**src/logic/power_mode_pkg.sv**
```systemverilog
package power_mode_pkg;

  // ********************************************************************
  // Mode encoding and interrupt mask values
  // ********************************************************************
  typedef enum logic [2:0] {
    MODE_RUN        = 3'b000,
    MODE_WAIT       = 3'b001,
    MODE_ACT_HALT   = 3'b010,
    MODE_FULL_HALT  = 3'b011,
    MODE_STABILISE  = 3'b100
  } power_mode_e;

  localparam logic [1:0] MASK_LEVEL_ALL_ENABLED = 2'b10;
  localparam logic [1:0] MASK_LEVEL_RESET       = 2'b11;
  localparam int         DIV_SELECT_WIDTH       = 2;
  localparam int         DIV_COUNT_WIDTH        = 4;

  // ********************************************************************
  // Wake stabilisation delays in master clock cycles
  // ********************************************************************
  localparam int WAKE_DELAY_SHORT_CYCLES = 256;
  localparam int WAKE_DELAY_LONG_CYCLES  = 4096;
  localparam int WAKE_COUNT_WIDTH        = 13;

endpackage : power_mode_pkg

```
**src/logic/slow_clock_divider.sv**
```systemverilog
`timescale 1ns/1ns
// Produces a one-cycle enable every 2, 4, 8 or 16 master clocks.
module slow_clock_divider (
  input  wire logic       clk_i,
  input  wire logic       arst_n_i,
  input  wire logic       slow_mode_enable_i,
  input  wire logic [1:0] slow_divider_select_i,
  output logic            tick_o
);

  logic [power_mode_pkg::DIV_COUNT_WIDTH-1:0] count_q;
  logic [1:0]                                 sel_q;
  logic                                       en_q;
  logic [power_mode_pkg::DIV_COUNT_WIDTH-1:0] limit;

  // Ratio 2^(sel+1); terminal count is ratio minus one.
  assign limit = 4'((5'd2 << sel_q) - 5'd1);

  // Settings are adopted only at a period boundary so no short pulse appears.
  always_ff @(posedge clk_i or negedge arst_n_i) begin
    if (!arst_n_i) begin
      count_q <= 4'h0;
      sel_q   <= 2'h0;
      en_q    <= 1'b0;
    end else if (!en_q || count_q >= limit) begin
      count_q <= 4'h0;
      sel_q   <= slow_divider_select_i;
      en_q    <= slow_mode_enable_i;
    end else begin
      count_q <= count_q + 4'h1;
    end
  end

  // Without slow mode every master clock is a CPU clock.
  assign tick_o = !en_q || count_q >= limit;

endmodule : slow_clock_divider

```
**src/logic/power_mode_controller.sv**
```systemverilog
`timescale 1ns/1ns
// Power-mode sequencer: clock gating enables, mask forcing and wake timing.
module power_mode_controller (
  input  wire logic       clk_i,
  input  wire logic       arst_n_i,
  input  wire logic       slow_mode_enable_i,
  input  wire logic [1:0] slow_divider_select_i,
  input  wire logic       oscillator_interrupt_enable_i,
  input  wire logic       long_delay_option_i,
  input  wire logic       watchdog_halt_option_i,
  input  wire logic       watchdog_enabled_i,
  input  wire logic       wait_for_interrupt_i,
  input  wire logic       halt_exec_i,
  input  wire logic       irq_any_i,
  input  wire logic       irq_timebase_i,
  input  wire logic       irq_halt_wake_i,
  input  wire logic       irq_push_i,
  input  wire logic [1:0] irq_priority_i,
  input  wire logic       irq_pop_i,
  input  wire logic [1:0] mask_level_wr_data_i,
  input  wire logic       mask_level_wr_i,
  output logic            cpu_clk_en_o,
  output logic            periph_clk_en_o,
  output logic            timebase_clk_en_o,
  output logic            oscillator_on_o,
  output logic [1:0]      mask_level_o,
  output logic            wake_service_o,
  output logic            watchdog_reset_req_o,
  output logic            watchdog_suppress_o,
  output logic [2:0]      mode_o
);

  // ********************************************************************
  // Wake inputs synchronised
  // ********************************************************************
  // Interrupt lines may arrive from pins; three stages, change when 2 and 3 agree.
  logic [2:0] halt_wake_sync_q;
  logic [2:0] timebase_sync_q;
  logic       halt_wake_seen_q;
  logic       timebase_seen_q;

  // Shift chains for the two asynchronous wake sources.
  always_ff @(posedge clk_i or negedge arst_n_i) begin
    if (!arst_n_i) begin
      halt_wake_sync_q <= 3'h0;
      timebase_sync_q  <= 3'h0;
    end else begin
      halt_wake_sync_q <= {halt_wake_sync_q[1:0], irq_halt_wake_i};
      timebase_sync_q  <= {timebase_sync_q[1:0], irq_timebase_i};
    end
  end

  // Filtered level updates only when the last two stages agree.
  always_ff @(posedge clk_i or negedge arst_n_i) begin
    if (!arst_n_i) begin
      halt_wake_seen_q <= 1'b0;
      timebase_seen_q  <= 1'b0;
    end else begin
      if (halt_wake_sync_q[2] == halt_wake_sync_q[1]) begin
        halt_wake_seen_q <= halt_wake_sync_q[2];
      end
      if (timebase_sync_q[2] == timebase_sync_q[1]) begin
        timebase_seen_q <= timebase_sync_q[2];
      end
    end
  end

  // ********************************************************************
  // Slow clock enable
  // ********************************************************************
  logic slow_tick;

  slow_clock_divider u_divider (
    .clk_i                 (clk_i),
    .arst_n_i              (arst_n_i),
    .slow_mode_enable_i    (slow_mode_enable_i),
    .slow_divider_select_i (slow_divider_select_i),
    .tick_o                (slow_tick)
  );

  // ********************************************************************
  // Mode state machine
  // ********************************************************************
  power_mode_pkg::power_mode_e mode_q;
  power_mode_pkg::power_mode_e mode_d;
  logic [power_mode_pkg::WAKE_COUNT_WIDTH-1:0] delay_q;
  logic [power_mode_pkg::WAKE_COUNT_WIDTH-1:0] delay_d;
  logic [power_mode_pkg::WAKE_COUNT_WIDTH-1:0] delay_load;
  logic from_act_halt_q;
  logic from_act_halt_d;
  logic wake_service_d;
  logic wdg_reset_d;
  logic act_wake;

  assign delay_load = long_delay_option_i ?
      13'(power_mode_pkg::WAKE_DELAY_LONG_CYCLES - 1) :
      13'(power_mode_pkg::WAKE_DELAY_SHORT_CYCLES - 1);

  // Active-halt wakes on timebase or designated sources; any pending one is instant.
  assign act_wake = timebase_seen_q || halt_wake_seen_q;

  // Next mode; reset itself is the other exit path from every mode.
  always_comb begin
    mode_d          = mode_q;
    delay_d         = delay_q;
    from_act_halt_d = from_act_halt_q;
    wake_service_d  = 1'b0;
    wdg_reset_d     = 1'b0;
    case (mode_q)
      power_mode_pkg::MODE_RUN: begin
        if (halt_exec_i) begin
          if (oscillator_interrupt_enable_i) begin
            mode_d          = power_mode_pkg::MODE_ACT_HALT;
            from_act_halt_d = 1'b1;
          end else if (watchdog_enabled_i && watchdog_halt_option_i) begin
            wdg_reset_d = 1'b1;
          end else begin
            mode_d          = power_mode_pkg::MODE_FULL_HALT;
            from_act_halt_d = 1'b0;
          end
        end else if (wait_for_interrupt_i) begin
          mode_d = power_mode_pkg::MODE_WAIT;
        end
      end
      power_mode_pkg::MODE_WAIT: begin
        if (irq_any_i) begin
          mode_d         = power_mode_pkg::MODE_RUN;
          wake_service_d = 1'b1;
        end
      end
      power_mode_pkg::MODE_ACT_HALT: begin
        if (act_wake) begin
          mode_d  = power_mode_pkg::MODE_STABILISE;
          delay_d = delay_load;
        end
      end
      power_mode_pkg::MODE_FULL_HALT: begin
        if (halt_wake_seen_q) begin
          mode_d  = power_mode_pkg::MODE_STABILISE;
          delay_d = delay_load;
        end
      end
      power_mode_pkg::MODE_STABILISE: begin
        if (delay_q == 13'h0000) begin
          mode_d         = power_mode_pkg::MODE_RUN;
          wake_service_d = 1'b1;
        end else begin
          delay_d = delay_q - 13'h0001;
        end
      end
      default: begin
        mode_d = power_mode_pkg::MODE_RUN;
      end
    endcase
  end

  // State registers; reset lands in run.
  always_ff @(posedge clk_i or negedge arst_n_i) begin
    if (!arst_n_i) begin
      mode_q          <= power_mode_pkg::MODE_RUN;
      delay_q         <= 13'h0000;
      from_act_halt_q <= 1'b0;
    end else begin
      mode_q          <= mode_d;
      delay_q         <= delay_d;
      from_act_halt_q <= from_act_halt_d;
    end
  end

  // One-cycle answers: service start after wake, and watchdog reset request.
  always_ff @(posedge clk_i or negedge arst_n_i) begin
    if (!arst_n_i) begin
      wake_service_o       <= 1'b0;
      watchdog_reset_req_o <= 1'b0;
    end else begin
      wake_service_o       <= wake_service_d;
      watchdog_reset_req_o <= wdg_reset_d;
    end
  end

  // ********************************************************************
  // Interrupt mask level with one-deep save
  // ********************************************************************
  // Only one nesting level is saved here; deeper nesting lives on the CPU stack.
  logic [1:0] mask_q;
  logic [1:0] mask_saved_q;

  // Priority: push, pop, forced entry value, software write.
  always_ff @(posedge clk_i or negedge arst_n_i) begin
    if (!arst_n_i) begin
      mask_q       <= power_mode_pkg::MASK_LEVEL_RESET;
      mask_saved_q <= power_mode_pkg::MASK_LEVEL_RESET;
    end else if (irq_push_i) begin
      mask_saved_q <= mask_q;
      mask_q       <= irq_priority_i;
    end else if (irq_pop_i) begin
      mask_q <= mask_saved_q;
    end else if (mode_q == power_mode_pkg::MODE_RUN &&
                 mode_d != power_mode_pkg::MODE_RUN) begin
      mask_q <= power_mode_pkg::MASK_LEVEL_ALL_ENABLED;
    end else if (mask_level_wr_i) begin
      mask_q <= mask_level_wr_data_i;
    end
  end

  assign mask_level_o = mask_q;

  // ********************************************************************
  // Clock gating outputs
  // ********************************************************************
  // Enables are combinational from state so gating follows mode at once.
  always_comb begin
    cpu_clk_en_o      = 1'b0;
    periph_clk_en_o   = 1'b0;
    timebase_clk_en_o = 1'b0;
    oscillator_on_o   = 1'b1;
    case (mode_q)
      power_mode_pkg::MODE_RUN: begin
        cpu_clk_en_o      = slow_tick;
        periph_clk_en_o   = slow_tick;
        timebase_clk_en_o = 1'b1;
      end
      power_mode_pkg::MODE_WAIT: begin
        periph_clk_en_o   = slow_tick;
        timebase_clk_en_o = 1'b1;
      end
      power_mode_pkg::MODE_ACT_HALT: begin
        timebase_clk_en_o = 1'b1;
      end
      power_mode_pkg::MODE_FULL_HALT: begin
        oscillator_on_o = 1'b0;
      end
      power_mode_pkg::MODE_STABILISE: begin
        timebase_clk_en_o = from_act_halt_q;
      end
      default: begin
        oscillator_on_o = 1'b1;
      end
    endcase
  end

  // Watchdog is held off while active-halt or its wake delay runs.
  assign watchdog_suppress_o = (mode_q == power_mode_pkg::MODE_ACT_HALT) ||
      (mode_q == power_mode_pkg::MODE_STABILISE && from_act_halt_q);
  assign mode_o = mode_q;

endmodule : power_mode_controller

```
**config.mk**
```make
export PLATFORM = sky130hd
export DESIGN_NAME = power_mode_controller
export DESIGN_NICKNAME = d
export VERILOG_FILES = /design/src/logic/power_mode_pkg.sv /design/src/logic/slow_clock_divider.sv /design/src/logic/power_mode_controller.sv
export SDC_FILE = /design/constraint.sdc
export NUM_CORES = 1
export LEC_CHECK = 0
export BUFFER_PORTS_ARGS = -buffer_cell sky130_fd_sc_hd__buf_4
export CAP_MARGIN = 30
export CORE_UTILIZATION = 40
export CTS_BUF_LIST = sky130_fd_sc_hd__clkbuf_4
export DETAILED_ROUTE_END_ITERATION = 12
export SLEW_MARGIN = 20
export SYNTH_ARGS = -nofsm -noshare
export SYNTH_HDL_FRONTEND = slang
export SYNTH_SLANG_ARGS = --single-unit
```
**constraint.sdc**
```tcl
create_clock -name clk_i -period 5 [get_ports clk_i]
set_input_delay 0.75 -clock clk_i [delete_from_list [all_inputs] [get_ports clk_i]]
set_output_delay 0.75 -clock clk_i [all_outputs]
set_load 0.02 [all_outputs]
```
==> qor.yml <==
finalPower_mw: 1.17
core_um2: 4470
place_ws_ns: 2.47
htree_levels: 2
vias: 1503
syn_to_final_growth_pct: 18.3
antenna_found_initial: 0
avgRoutedWirePerCell_um: 14.8
setup_tns_ns: 0
yosys.cell_types.count: 59
period_share_pct: 58.1
overflow: 0
cts_resized: 0
final_util_pct: 50.7
yosysSeqAreaShare_pct: 49.9
finalMaxSlewViolations: 0
critPathKind: "reg -> out"
final_cells: 271
ant_nets: 0
drv_cap: 0
grt_pass1_vias: 1510
post_cts_buffers: 0
max-vdd-ir-drop_uv: 201
yosysMostFrequentCell: "dfrtp_1"
synthCells: 186
cts_tree: "built"
endpoint_kind: "output port"
die_area_um2: 5070
place_inst: 263
postPlaceCellArea_um2: 2190
powerDensity_nw_per_um2: 515
worst_ep_required_time_ns: 4.25
synth_top_area_cell: "dfrtp_1"
finalCriticalPeriod_ns: 2.91
worstSkewPairLatency_ns: 0.34
rsz0062_at_grt: "no"
cp-start-kind: "flop"
wl_mm: 4.01
clock_path_buffers: 2
ys.flop_type: "dfrtp_1"
wl_met3_um: 126
path_clk_slew_ns: 0.12
clockRootBuffer: "clkbuf_4"
finalHoldViolCount: 0
grt_pass1_wl_mm: 6.86
start_util_pct: 42.8
grt_usage_pct: 17.4
num_antenna_cells: 0
io_buffer_count: 32
outcome: "complete, but fails checks"
reg2reg_slack_ns: 3.08
path_max_fanout: 9
syn_area_um2: 1920
synth_edf_count: 0
die_x_um: 71.2
grt_max_degree: 39
finClkSkew_ns: 0.00809
io_pins: 33
place.gp.congestion: 0.896
route.met2.wl_mm: 1.93
dpl.hpwl_mm: 2.85
mappedNetlistNets: 212
regToRegStartpoint: "mode_o[2]"
fin_nets: 244
numCtsBuffers: 5
ys_warn_count: 0
min_path_type: "in -> async"
r2r_cells: 4
arrival_ns: 2.16
holdBufCountCts: 0
power_leakage_nw: 0.980
holdWs_ns: 0.359
synth_commonest_cells: "dfrtp_1 (34), a21oi_1 (14), nor2_1 (14)"
final_area_um2: 2270
vias_per_cell: 5.55
wl_met1_mm: 1.93
ys_ff_latch: 38
row_count: 24
max_clock_freq_mhz: 344
synth_top_area_share_pct: 44.4
violations: "DRC"
drive_gt1_share_pct: 25.1
die_h_um: 71.2
drc: 2
setup_viol: 0
r2r_end: "delay_q[11]"
slew_headroom_pct: 51.1
cts_sinks: 38
drt-pass1-iter-count: 8
async_flop_share_pct: 100
tightest_slew_ns: 0.725
highest_layer: "met4"
fin_ws_ns: 2.09
avgSynthCellArea_um2: 10.3
synthTopCellsByArea: "dfrtp_1 (44%), dfstp_2 (5.5%), a21oi_1 (3.7%)"
first_iter_violations: 66
==> registers in the layout (all words and copies together), names as in the netlist, 2 cells and up <==
signal and flops:
delay_q 13, halt_wake_sync_q 3, mask_level_o 2, mask_saved_q 2, mode_o 3, timebase_sync_q 3
u_divider.count_q 4, u_divider.sel_q 2
==> critical path, cell delays in order (launching register included) <==
cell and delay (ns):
dfrtp_1 0.41, nor2_1 0.07, ha_1 0.27, a21o_1 0.10
a21oi_1 0.06, o21ai_1 0.47, nor3b_1 0.26, buf_4 0.18
==> cells in the final DEF, fill, tap and decap left out, drive strengths merged, types with 2 or more instances in the layout <==
| cell type | synthesis | layout |
|---|---|---|
| buf | 6 | 33 |
| o31ai | 2 | 2 |
| dfstp | 4 | 4 |
| nor3b | 3 | 3 |
| or3 | 2 | 2 |
| nor2b | 4 | 4 |
| maj3 | 2 | 2 |
| nand2b | 3 | 3 |
| a21oi | 15 | 15 |
| clkbuf | 2 | 6 |
| nor4 | 5 | 5 |
| a31oi | 5 | 5 |
| inv | 10 | 10 |
| ha | 5 | 5 |
| mux2i | 2 | 2 |
| dfrtp | 34 | 34 |
| and4 | 2 | 2 |
| nor2 | 14 | 14 |
| nand3 | 7 | 7 |
| o22a | 2 | 2 |
| nand2 | 9 | 9 |
| nand3b | 4 | 4 |
| or2 | 2 | 2 |
| o21ai | 9 | 9 |
| mux2 | 3 | 3 |
| a21o | 3 | 3 |
| nor3 | 4 | 4 |
==> how the worst max path moves through the flow <==
stage                             startpoint              end  slack [ns]
final                     u_divider.sel_q[1]  periph_clk_en_o        2.09
after global routing      u_divider.sel_q[1]  periph_clk_en_o        1.89
after CTS                 u_divider.sel_q[1]  periph_clk_en_o        2.07
after detailed placement  u_divider.sel_q[1]  periph_clk_en_o        2.47
after global placement    u_divider.sel_q[1]  periph_clk_en_o        2.58
after floorplan           u_divider.sel_q[1]  periph_clk_en_o        2.49
==> layout make-up <==
cell class                      count  area (um^2)
Clock buffer                        6         45.0
Fill cell                         408         2210
Multi-Input combinational cell    130          880
Timing Repair Buffer               33          248
Sequential cell                    38          956
Tap cell                           52         65.1
Clock inverter                      2         37.5
Inverter                           10         37.5
==> power breakdown <==
part	internal (mW)	total [mW]	switching, mW	leakage, nW
Clock	0.111	0.215	0.104	0.0419
Sequential	0.394	0.491	0.0972	0.431
Combinational	0.210	0.462	0.252	0.507
Total	0.715	1.17	0.453	0.980
==> kinds of logic after synthesis <==
group | count (synthesis) | synth area share (%)
and+or+nand+nor | 64 | 19.8
AOI/OAI and AO/OA | 52 | 18.1
DFF | 38 | 49.9
buffers and inverters | 18 | 4.24
adders and majority gates | 7 | 4.31
muxes | 5 | 2.81
xor gates and xnor gates | 2 | 0.914
==> metal layers <==
| layer | vias to the layer above | track usage, % |
|---|---|---|
| li1 | 745 | - |
| met1 | 732 | 21.8 |
| met2 | 24 | 28.9 |
| met3 | 2 | 4.78 |
| met4 | 0 | 6.00 |
| met5 | - | 0 |
No activity file was read; power rests on OpenSTA's default activity.
